<file path="src/rtl/wwdcfg_regs.vh">
// register offsets, field positions, reset values and timing counts of the
// windowed watchdog configuration block; definitions only.
`ifndef WWDCFG_REGS_VH
`define WWDCFG_REGS_VH

// ---------------------------------------------------------------------
// register byte offsets (apb, one aligned word each)
// ---------------------------------------------------------------------
`define WWDCFG_OFF_CTRL0 12'h000
`define WWDCFG_OFF_CTRL1 12'h004
`define WWDCFG_OFF_PSLO 12'h008
`define WWDCFG_OFF_PSHI 12'h00c
`define WWDCFG_OFF_TMR 12'h010

// ---------------------------------------------------------------------
// field positions and codes
// ---------------------------------------------------------------------
`define WWDCFG_SEN_BIT 0
`define WWDCFG_TS_LSB 1
`define WWDCFG_TS_MSB 5
`define WWDCFG_CS_LSB 4
`define WWDCFG_CS_MSB 6
`define WWDCFG_WIN_LSB 0
`define WWDCFG_WIN_MSB 2
`define WWDCFG_TS_ALLONES 5'h1f
`define WWDCFG_TS_DEFAULT 5'h0b
`define WWDCFG_TS_MAXCODE 5'h12
`define WWDCFG_CS_SWCTRL 3'h7
`define WWDCFG_CS_LFOSC 3'h0
`define WWDCFG_CS_MFOSC 3'h1
`define WWDCFG_WIN_SWCTRL 3'h7
`define WWDCFG_EN_OFF 2'h0
`define WWDCFG_EN_SW 2'h1

// ---------------------------------------------------------------------
// timebase: oscillator rates in hz and the system clock in hz
// ---------------------------------------------------------------------
`define WWDCFG_PCLK_HZ 50000000
`define WWDCFG_LF_HZ 31000
`define WWDCFG_MF_HZ 31250
`define WWDCFG_LF_DIV (`WWDCFG_PCLK_HZ / `WWDCFG_LF_HZ)
`define WWDCFG_MF_DIV (`WWDCFG_PCLK_HZ / `WWDCFG_MF_HZ)

`endif

</file>
<file path="src/rtl/wwdcfg_tick.v">
// tick generator: divides pclk down to a watchdog oscillator rate.
// assumes pclk is the only clock; restart zeroes the phase.
`timescale 1ns/1ns
module wwdcfg_tick #(
   parameter DIV_LF = 1612,
   parameter DIV_MF = 1600
) (
   input wire pclk,
   input wire presetn,
   input wire sel_mf,
   input wire restart,
   output reg tick_ff
);
   reg [15:0] cnt_ff;
   wire [15:0] lim = sel_mf ? DIV_MF[15:0] - 16'h0001 : DIV_LF[15:0] - 16'h0001;

   // free divider; an approximate rate is all the watchdog needs
   always @(posedge pclk or negedge presetn) begin
      if (!presetn) begin
         cnt_ff <= 16'h0000;
         tick_ff <= 1'b0;
      end else if (restart) begin
         cnt_ff <= 16'h0000;
         tick_ff <= 1'b0;
      end else if (cnt_ff >= lim) begin
         cnt_ff <= 16'h0000;
         tick_ff <= 1'b1;
      end else begin
         cnt_ff <= cnt_ff + 16'h0001;
         tick_ff <= 1'b0;
      end
   end
endmodule // wwdcfg_tick

</file>
<file path="src/rtl/wwdcfg_prescale.v">
// prescale counter: 18-bit count of oscillator ticks, wraps at the
// selected ratio and pulses period_ff. assumes tick is one cycle wide.
`timescale 1ns/1ns
`include "wwdcfg_regs.vh"
module wwdcfg_prescale #(
   parameter PS_W = 18
) (
   input wire pclk,
   input wire presetn,
   input wire tick,
   input wire run,
   input wire clear,
   input wire [4:0] scale,
   output reg [PS_W-1:0] count_ff,
   output reg period_ff
);
   reg [23:0] ratio;
   reg [23:0] wide;
   reg [23:0] nxt_acc;
   reg [23:0] acc_ff;

   // ratio 2^(n+5); reserved codes fall back to the 1:32 minimum
   always @* begin
      if (scale > `WWDCFG_TS_MAXCODE)
         ratio = 24'h000020;
      else
         ratio = 24'h000020 << scale;
      wide = acc_ff + 24'h000001;
      nxt_acc = wide & (ratio - 24'h000001);
   end

   // the full phase is kept inside, so ratios beyond the exposed
   // bits still reach their period end; the port shows the low bits
   always @(posedge pclk or negedge presetn) begin
      if (!presetn) begin
         acc_ff <= 24'h000000;
         count_ff <= {PS_W{1'b0}};
         period_ff <= 1'b0;
      end else if (clear || !run) begin
         acc_ff <= 24'h000000;
         count_ff <= {PS_W{1'b0}};
         period_ff <= 1'b0;
      end else if (tick) begin
         acc_ff <= nxt_acc;
         count_ff <= nxt_acc[PS_W-1:0];
         period_ff <= (nxt_acc == 24'h000000);
      end else begin
         period_ff <= 1'b0;
      end
   end
endmodule // wwdcfg_prescale

</file>
<file path="src/rtl/wwdcfg_top.v">
// windowed watchdog configuration and observation registers on apb.
// assumes config word fields are static after reset and pclk at 50 mhz.
// Functional notes
// - timeout scale resets to config value, or 01011 when config is all ones.
// - timeout scale writable only when config timeout scale is all ones.
// - timebase is the 31 khz oscillator, intervals approximate.
// - clock select 000 low osc, 001 mid osc, others reserved.
// - config clock select 111 resets clock select to 000.
// - clock select writable only when config clock select is 111.
// - window code 000 closes 87.5 percent, each step 12.5 less.
// - window field resets from config window select.
// - window writable only when config window select is 111.
// - 18-bit prescale count readable in three registers, low byte resets zero.
// - control one bits 7 and 3 read zero, writes ignored.
// - armed status bit reads 1 while the watchdog is armed.
// - prescale bits 15 to 8 in a read-only high byte register.
//
// Added by the designer: the APB register port and the placing of the registers.
`timescale 1ns/1ns
`include "wwdcfg_regs.vh"
module wwdcfg_top #(
   parameter PS_W = 18,
   parameter TMR_W = 5
) (
   input wire pclk,
   input wire presetn,
   input wire psel,
   input wire penable,
   input wire pwrite,
   input wire [11:0] paddr,
   input wire [31:0] pwdata,
   output reg [31:0] prdata,
   output reg pready,
   output reg pslverr,
   input wire [1:0] config_enable_field,
   input wire [4:0] config_timeout_scale,
   input wire [2:0] config_clock_select,
   input wire [2:0] config_window_select,
   output reg armed_ff,
   output reg [TMR_W-1:0] wdt_count_ff,
   output reg window_open_ff,
   output reg period_end_ff
);
   // -------------------------------------------------------------------
   // state
   // -------------------------------------------------------------------
   reg [4:0] timeout_scale_select_ff;
   reg software_enable_bit_ff;
   reg [2:0] timer_clock_select_ff;
   reg [2:0] window_ff;
   reg load_ff;
   reg [4:0] nxt_ts;
   reg [2:0] nxt_cs;
   reg [2:0] nxt_win;
   reg nxt_sen;
   reg [31:0] nxt_rdata;
   reg nxt_armed;
   wire setup = psel && !penable;
   wire wr_acc = psel && penable && pwrite && pready;
   wire tick;
   wire period;
   wire [PS_W-1:0] prescale_count;
   wire ts_wr_ok = (config_timeout_scale == `WWDCFG_TS_ALLONES);
   wire cs_wr_ok = (config_clock_select == `WWDCFG_CS_SWCTRL);
   wire win_wr_ok = (config_window_select == `WWDCFG_WIN_SWCTRL);
   wire settings_change = (nxt_ts != timeout_scale_select_ff) ||
      (nxt_cs != timer_clock_select_ff) || (nxt_win != window_ff);

   // -------------------------------------------------------------------
   // register writes with config-word gating
   // -------------------------------------------------------------------
   always @* begin
      nxt_ts = timeout_scale_select_ff;
      nxt_cs = timer_clock_select_ff;
      nxt_win = window_ff;
      nxt_sen = software_enable_bit_ff;
      if (wr_acc && paddr == `WWDCFG_OFF_CTRL0) begin
         nxt_sen = pwdata[`WWDCFG_SEN_BIT];
         if (ts_wr_ok)
            nxt_ts = pwdata[`WWDCFG_TS_MSB:`WWDCFG_TS_LSB];
      end
      if (wr_acc && paddr == `WWDCFG_OFF_CTRL1) begin
         // bits 7 and 3 are not stored at all
         if (cs_wr_ok)
            nxt_cs = pwdata[`WWDCFG_CS_MSB:`WWDCFG_CS_LSB];
         if (win_wr_ok)
            nxt_win = pwdata[`WWDCFG_WIN_MSB:`WWDCFG_WIN_LSB];
      end
   end

   // reset values come from config words, caught one edge after release
   // since an async reset may only load constants
   always @(posedge pclk or negedge presetn) begin
      if (!presetn) begin
         load_ff <= 1'b1;
         timeout_scale_select_ff <= `WWDCFG_TS_DEFAULT;
         timer_clock_select_ff <= `WWDCFG_CS_LFOSC;
         window_ff <= 3'h0;
         software_enable_bit_ff <= 1'b0;
      end else if (load_ff) begin
         load_ff <= 1'b0;
         timeout_scale_select_ff <= ts_wr_ok ? `WWDCFG_TS_DEFAULT :
            config_timeout_scale;
         timer_clock_select_ff <= cs_wr_ok ? `WWDCFG_CS_LFOSC :
            config_clock_select;
         window_ff <= config_window_select;
      end else begin
         timeout_scale_select_ff <= nxt_ts;
         timer_clock_select_ff <= nxt_cs;
         window_ff <= nxt_win;
         software_enable_bit_ff <= nxt_sen;
      end
   end

   // -------------------------------------------------------------------
   // arming and timebase
   // -------------------------------------------------------------------
   always @* begin
      case (config_enable_field)
         `WWDCFG_EN_OFF: nxt_armed = 1'b0;
         `WWDCFG_EN_SW: nxt_armed = software_enable_bit_ff;
         default: nxt_armed = 1'b1;
      endcase
      // reserved source codes leave the timer stopped
      if (timer_clock_select_ff != `WWDCFG_CS_LFOSC &&
          timer_clock_select_ff != `WWDCFG_CS_MFOSC)
         nxt_armed = 1'b0;
      if (load_ff)
         nxt_armed = 1'b0;
   end

   always @(posedge pclk or negedge presetn) begin
      if (!presetn)
         armed_ff <= 1'b0;
      else
         armed_ff <= nxt_armed;
   end

   // dividers approximate the low and mid oscillators from pclk
   wwdcfg_tick #(
      .DIV_LF(`WWDCFG_LF_DIV),
      .DIV_MF(`WWDCFG_MF_DIV)
   ) u_tick (
      .pclk(pclk),
      .presetn(presetn),
      .sel_mf(timer_clock_select_ff == `WWDCFG_CS_MFOSC),
      .restart(settings_change),
      .tick_ff(tick)
   );

   wwdcfg_prescale #(
      .PS_W(PS_W)
   ) u_ps (
      .pclk(pclk),
      .presetn(presetn),
      .tick(tick),
      .run(armed_ff),
      .clear(settings_change),
      .scale(timeout_scale_select_ff),
      .count_ff(prescale_count),
      .period_ff(period)
   );

   // -------------------------------------------------------------------
   // watchdog period counter and window
   // -------------------------------------------------------------------
   // eight slots per period; window code w opens from slot 7-w onward
   always @(posedge pclk or negedge presetn) begin
      if (!presetn) begin
         wdt_count_ff <= {TMR_W{1'b0}};
         window_open_ff <= 1'b0;
         period_end_ff <= 1'b0;
      end else if (settings_change || !armed_ff) begin
         wdt_count_ff <= {TMR_W{1'b0}};
         window_open_ff <= 1'b0;
         period_end_ff <= 1'b0;
      end else begin
         period_end_ff <= period && (wdt_count_ff[2:0] == 3'h7);
         if (period)
            wdt_count_ff <= wdt_count_ff + {{(TMR_W-1){1'b0}}, 1'b1};
         window_open_ff <= (window_ff == `WWDCFG_WIN_SWCTRL) ||
            ({1'b0, wdt_count_ff[2:0]} >= (4'h7 - {1'b0, window_ff}));
      end
   end

   // -------------------------------------------------------------------
   // apb read mux and handshake
   // -------------------------------------------------------------------
   always @* begin
      nxt_rdata = 32'h0000_0000;
      case (paddr)
         `WWDCFG_OFF_CTRL0: nxt_rdata[5:0] = {timeout_scale_select_ff, software_enable_bit_ff};
         `WWDCFG_OFF_CTRL1: nxt_rdata[7:0] = {1'b0, timer_clock_select_ff,
            1'b0, window_ff};
         `WWDCFG_OFF_PSLO: nxt_rdata[7:0] = prescale_count[7:0];
         `WWDCFG_OFF_PSHI: nxt_rdata[7:0] = prescale_count[15:8];
         `WWDCFG_OFF_TMR: nxt_rdata[7:0] = {wdt_count_ff, armed_ff,
            prescale_count[PS_W-1:16]};
         default: nxt_rdata = 32'h0000_0000;
      endcase
   end

   // no wait state: answer registered in setup, ready in the first access cycle
   always @(posedge pclk or negedge presetn) begin
      if (!presetn) begin
         prdata <= 32'h0000_0000;
         pready <= 1'b0;
         pslverr <= 1'b0;
      end else begin
         pready <= setup;
         prdata <= setup ? nxt_rdata : 32'h0000_0000;
         pslverr <= setup && (paddr > `WWDCFG_OFF_TMR || paddr[1:0] != 2'h0);
      end
   end
endmodule // wwdcfg_top

</file>
<file path="config.mk">
export PLATFORM = sky130hd
export DESIGN_NAME = wwdcfg_top
export DESIGN_NICKNAME = d
export VERILOG_FILES = /design/src/rtl/wwdcfg_tick.v /design/src/rtl/wwdcfg_prescale.v /design/src/rtl/wwdcfg_top.v
export VERILOG_INCLUDE_DIRS = /design/src /design/src/rtl
export SDC_FILE = /design/constraint.sdc
export NUM_CORES = 1
export LEC_CHECK = 0
export BUFFER_PORTS_ARGS = -buffer_cell sky130_fd_sc_hd__buf_2
export CAP_MARGIN = 10
export CELL_PAD_IN_SITES_DETAIL_PLACEMENT = 0
export CELL_PAD_IN_SITES_GLOBAL_PLACEMENT = 1
export CORE_MARGIN = 2
export CORE_UTILIZATION = 41
export CTS_CLUSTER_DIAMETER = 150
export DETAILED_ROUTE_END_ITERATION = 12
export PLACE_DENSITY = 0.83
export SLEW_MARGIN = 20
export SYNTH_ARGS = -nofsm -noshare
export SYNTH_HDL_FRONTEND = slang
export SYNTH_SLANG_ARGS = --single-unit
export TNS_END_PERCENT = 5
</file>
<file path="constraint.sdc">
create_clock -name pclk -period 4 [get_ports pclk]
set_clock_uncertainty 0.15 [all_clocks]
set_input_delay 0 -clock pclk [delete_from_list [all_inputs] [get_ports pclk]]
set_output_delay 0 -clock pclk [all_outputs]
set_load 0.02 [all_outputs]
</file>
After elaboration in Yosys (flattened, before gate mapping)
Index checks and enable logic that the tools add are counted.
{"block": "totals", "out_inout_bits": 42, "elab_cells": 101, "register_bits": 91, "input_bits": 62}
{"block": "op_classes", "muxes": 33, "bitwise_logic": 2, "n_eq_ne": 15, "order_cmp": 4, "n_reduce_logical": 24, "addsub": 5, "n_shift": 1}
{"cell": "two-way mux 24 bit", "count": 3}
{"cell": "two-way mux 18 bit", "count": 2}
{"cell": "two-way mux 16 bit", "count": 2}
{"cell": "two-way mux 5 bit", "count": 6}
{"cell": "case mux 6 bit (5 select lines)", "count": 1}
{"cell": "adder 24 x 1 -> 24 bit (second input constant)", "count": 1}
{"cell": "AND 24 bit", "count": 1}
{"cell": "equality test 12 x 4 -> 1 bit (second input constant)", "count": 2}
{"cell": "zero test 24 bit", "count": 1}
{"cell": "<< shifter 6 x 5 -> 24 bit (first input constant)", "count": 1}
{"cell": "subtractor 24 x 1 -> 24 bit (second input constant)", "count": 1}
{"cell": "two-way mux 3 bit", "count": 7}
{"cell": "adder 16 x 1 -> 16 bit (second input constant)", "count": 1}
{"cell": ">= comparator 16 bit", "count": 1}
{"cell": "equality test 12 x 3 -> 1 bit (second input constant)", "count": 1}
{"cell": "equality test 12 x 5 -> 1 bit (second input constant)", "count": 1}
{"cell": "equality test 3 bit (second input constant)", "count": 4}
{"cell": "> comparator 12 x 5 -> 1 bit (second input constant)", "count": 1}
{"cell": "zero test 12 bit", "count": 1}
{"cell": "logical AND 1 bit", "count": 9}
{"cell": "two-way mux 1 bit", "count": 8}
{"cell": "two-way mux 8 bit", "count": 1}
{"cell": "case mux 2 bit (4 select lines)", "count": 1}
{"cell": "two-way mux 7 bit", "count": 1}
{"cell": "18 further kinds", "count": 26}

Depth between registers and ports, before layout
{"block": "depth", "ltp_word": 10, "ltp_mapped": 13, "depth_no_buf": 11}

Cells and area by module
From an unflattened synthesis, not the netlist that was laid out.
{"block": "hier_totals", "cells_unflattened": 598, "hier_area_um2": 5368.9}
{"mod": "wwdcfg_prescale", "n_inst": 1, "cells_per_inst": 307, "area_per_inst_um2": 2383.5}
{"mod": "wwdcfg_top", "n_inst": 1, "cells_per_inst": 223, "area_per_inst_um2": 2165.8}
{"mod": "wwdcfg_tick", "n_inst": 1, "cells_per_inst": 68, "area_per_inst_um2": 819.5}

Worst setup path after synthesis
Ideal clock, no wire load.
{"block": "synth_path", "path_kind": "register to register", "start": "reg timeout_scale_select_ff[1]", "end": "reg u_ps.period_ff", "arrival_ns": 2.887, "path_buffers": 2, "setup_slack_ns": 0.867, "synth_period_minus_slack_ns": 3.133, "stages_incl_launch_ff": 13, "setup_time_ns": 0.096, "path_cell_list": "dfstp_2 > clkbuf_1 > clkbuf_1 > nor2_1 > nand3_1 > ha_1 > or2_2 > o41ai_1 > a22oi_1 > o22a_1 > o221ai_1 > or4_1 > nor4_2"}
{"block": "synth_between", "elab_chain_cells": 7, "word_cells_on_any_way": 14, "classes_between": "add/sub: 1; order compare: 1; eq/ne: 1; shift: 1; mux: 5; bitwise: 1; reduce/logical: 4"}
{"element": "start, declared", "line": "wwdcfg_top.v:47", "rtl": "reg [4:0] timeout_scale_select_ff;"}
{"element": "start signal, assigned", "line": "wwdcfg_top.v:96", "rtl": "timeout_scale_select_ff <= `WWDCFG_TS_DEFAULT;"}
{"element": "start signal, assigned", "line": "wwdcfg_top.v:102", "rtl": "timeout_scale_select_ff <= ts_wr_ok ? `WWDCFG_TS_DEFAULT :"}
{"element": "start signal, assigned", "line": "wwdcfg_top.v:108", "rtl": "timeout_scale_select_ff <= nxt_ts;"}
{"element": "> comparator 5 bit (no source line), or another cell as far along"}
{"element": "two-way mux 24 bit / two-way mux 5 bit (equally long branches)", "line": "wwdcfg_prescale.v:24, wwdcfg_top.v:77"}
{"element": "subtractor 24 x 1 -> 24 bit / inequality test 5 bit (equally long branches)", "line": "wwdcfg_prescale.v:29, wwdcfg_top.v:66"}
{"element": "AND 24 bit / logical OR 1 bit (equally long branches)", "line": "wwdcfg_prescale.v:29, wwdcfg_top.v:66"}
{"element": "zero test 24 bit / logical OR 1 bit (equally long branches)", "line": "wwdcfg_prescale.v:46, wwdcfg_top.v:67"}
{"element": "two-way mux 1 bit / logical OR 1 bit (equally long branches)", "line": "wwdcfg_prescale.v:43, wwdcfg_prescale.v:39"}
{"element": "two-way mux 1 bit (*)", "line": "wwdcfg_prescale.v:39", "rtl": "end else if (clear || !run) begin"}
{"element": "end signal, assigned", "line": "wwdcfg_prescale.v:46", "rtl": "period_ff <= (nxt_acc == 24'h000000);"}
{"element": "end, declared", "line": "wwdcfg_prescale.v:15", "rtl": "output reg period_ff"}
Mark *: on every way between the ends. The rest lies on a longest branch, timed or not.
A chain may end at the register's enable or synchronous reset.

Worst setup path after layout
{"block": "layout_path", "start": "reg timeout_scale_select_ff[3]", "end": "reg u_ps.period_ff"}
The elaborated chain is that of the path after synthesis.

==> results.txt <==
Unrepaired setup endpoints after global routing -> no
Worst hold path class -> primary input to register
Sw power -> 505.5 uW
Max clock buf depth -> 2
Switching Fraction -> 28.31%
Internal power -> 1280 uW
Antenna cells -> 0
GRT overflow -> 0
Drt initial violations -> 329
Clk network pwr share -> 41.1%
Clock sink count -> 73
Reg power frac -> 44.3%
Sequential-to-total area share from yosys stat -> 38.95%
Leading post-synthesis cells by cell area -> dfrtp_1 37%, nor2_1 5.5%, mux2i_1 4.9%
Initial Util -> 41.55%
Vias -> 4306
Synthesized flop and latch total -> 73
Compound-Gate Fraction of Synth Area -> 14.82%
Worst R2R Path Depth -> 10
Unique masters post-synth -> 58
Crit path kind -> register to register
Worst-Skew Late Latency -> 0.34 ns
Buffers plus inverters on the worst setup path -> 0
DR pass1 iterations -> 5
CP Cell Sequence -> nor4_1 > o21ai_0 > ha_1 > or2_2 > o41ai_1 > a22oi_1 > o22a_1 > o221ai_1 > or4_1 > nor4_2
Flop2flop setup slack -> 0.32 ns
H-tree depth -> 3
Fillers -> 1091
Critical path startpoint category -> register
Max_cap viols -> 0
Mux cell area share after synthesis -> 5.374%
Area share of the largest cell type after synthesis -> 36.71%
Syn Area/Cell -> 8.791 sq um
Routed Antenna Nets -> 0
Worst IR Drop VDD -> 257.5 uV
Share of flip-flops with an asynchronous set or reset -> 100.0%
WP data arrival -> 3.78 ns
WL final -> 12.68 mm
Slew HR -> 29.47%
Worst-margin pin slew -> 1.050 ns
Cell Area, Synth -> 4703 sq um
Reg2reg end -> u_ps.period_ff
Largest net degree at the start of global routing -> 74
Post-synthesis cell count -> 535
Crit-path slowest cell -> dfstp_2
Layout cells sized above 1 -> 14.40%
Max FO, Critical Path -> 17
PwrDens -> 317.2 nW/um^2
Final period util -> 91.97%
CP delay by family, top -> compound AO/OA/AOI/OAI gates
Clock root cell -> clkbuf_16
I/O pin count -> 104
Die Wd -> 111.1 microns
Max-slew violations -> 0
FF-to-FF Start -> timeout_scale_select_ff[3]
Routed length per instance -> 16.51 microns
Post-layout nets -> 695
Post-DP HPWL -> 8.817 mm
Die area -> 12340 sq um
Synth Area in XOR/XNOR -> 7.795%
Largest family of logic cells by synthesized area -> simple AND/OR/NAND/NOR gates
Crit end category -> register
Area added between synthesis and finish -> 19.69%
Tmin final -> 3.679 ns
Die Y -> 111.1 microns
Hold_sp -> paddr[2]
EDFF count, synth -> 0
Setup_tns -> 0 ns
Synth top cells by count -> 69 x dfrtp_1, 69 x nor2_1, 45 x nand2_1
Gate power share -> 14.6%
Max Freq -> 271.8 MHz
Total track usage -> 21.20%
Ys flop type -> dfrtp_1
Simple-Gate Fraction of Synth Area -> 22.27%
Cell taking the most area after synthesis -> dfrtp_1
Slowest stage delay, CP -> 0.76 ns
CORE AREA -> 11320 sq um
# DRC -> 0
Port Buf Inserts -> 54
Critical Path RT -> 4.10 ns
Yosys warning count -> 0
Worst Hold End -> prdata[7]
Final design utilization -> 49.72%
Post-Synth Adder-Cell Area -> 3.458%
Leakage Power -> 0.002447 uW
Status -> complete, no violations
Global-route wire length before repair -> 21.13 mm
Number of global-route vias before repair -> 4215
Final setup fails -> 0
CTS Buf Count -> 9
Row count -> 39
Clock transition at path regs -> 0.06 ns
Via density -> 5.607
Gp weighted congestion -> 0.9362
Initial antenna violation count -> 0
Worst hold stages -> 4
Final Hold Fails -> 0
CTS tree -> done
power groups by stage:
stage / combinational (uW) / clock (uW) / sequential [uW]
floorplan: 175 / 0 / 785
global placement: 221 / 0 / 802
detailed placement: 225 / 0 / 803
CTS: 258 / 746 / 790
global route: 290 / 776 / 795
finish: 260 / 734 / 791
sequential cells by signal, summed over array words and instances, names as in the netlist:
name / count
u_ps.acc_ff: 24
u_tick.cnt_ff: 16
prdata: 8
timeout_scale_select_ff: 5
wdt_count_ff: 5
timer_clock_select_ff: 3
window_ff: 3
armed_ff: 1
load_ff: 1
period_end_ff: 1
pready: 1
pslverr: 1
software_enable_bit_ff: 1
u_ps.period_ff: 1
u_tick.tick_ff: 1
window_open_ff: 1
per-stage QoR:
step	cell area [sq um]	power, uW	hold slack (ns)	instances	worst slack (ns)
2_1_floorplan	4812	960.2	-0.4456	564	0.8673
3_3_place_gp	5031	1024	0.05050	719	0.4672
3_5_place_dp	5031	1028	0.05216	719	0.3725
4_1_cts	5627	1794	0.02391	768	0.3811
5_1_grt	5629	1861	0.09702	768	0.04085
6_report	5629	1785	0.02836	768	0.3213
worst max path at each step:
stage | cells after the start | to | start
finish | 10 | u_ps.period_ff | timeout_scale_select_ff[3]
global route | 11 | u_ps.period_ff | timeout_scale_select_ff[1]
CTS | 11 | u_ps.period_ff | timeout_scale_select_ff[3]
detailed placement | 11 | u_ps.period_ff | timeout_scale_select_ff[3]
global placement | 11 | u_ps.period_ff | timeout_scale_select_ff[3]
floorplan | 12 | u_ps.period_ff | timeout_scale_select_ff[1]
area by class of cell:
| type | instances | area (sq um) | area share, % |
|---|---|---|---|
| clock buffer | 10 | 229.0 | 4.068 |
| tap | 143 | 178.9 | 3.178 |
| clock inverter | 6 | 36.28 | 0.6446 |
| multi-input combinational | 426 | 2641 | 46.92 |
| sequential | 73 | 1832 | 32.54 |
| inverter | 17 | 63.81 | 1.134 |
| timing repair buffer | 93 | 648.1 | 11.51 |
cells by family (layout without fill, tap and decap cells):
group	count (synthesis)	count (layout)
flops	73	73
mux	25	25
compound gates	108	108
other cells	1	30
buf+inv	65	126
simple gates	209	209
fa+ha+maj	13	13
xor+xnor	41	41
cells in the final DEF (no fill, tap or decap), types with 8 or more instances in the layout:
cell type	instances
buf_2	53
dfrtp_1	69
nor3_1	11
a222oi_1	8
xnor2_1	24
and3_1	9
ha_1	13
inv_1	17
o21ai_0	29
clkbuf_16	9
conb_1	30
a21oi_1	32
nand2_1	45
xor2_1	16
dlygate4sd3_1	33
nand3_1	21
mux2i_1	23
nor2_1	68
nand4_1	14
metal layers:
metal,routed length [microns],vias to the layer above,track usage [%]
li1,-,2046,-
met1,5569,2067,27.93
met2,6004,166,34.93
met3,832,27,5.522
met4,273,0,5.432
met5,0,-,0
tightest hold or removal path: cells and delay by family:
family	cells	cell delay, ns
AND/OR/NAND/NOR	3	0.37
buffers and inverters	1	0.11
repair_timing:
item	CTS	global route
endpoints found under the setup margin	0	1
gates resized for setup	0	1
setup buffers	0	0
hold buffers	33	0
endpoints found under the hold margin	86	0
(Power assumes the default switching activity.)
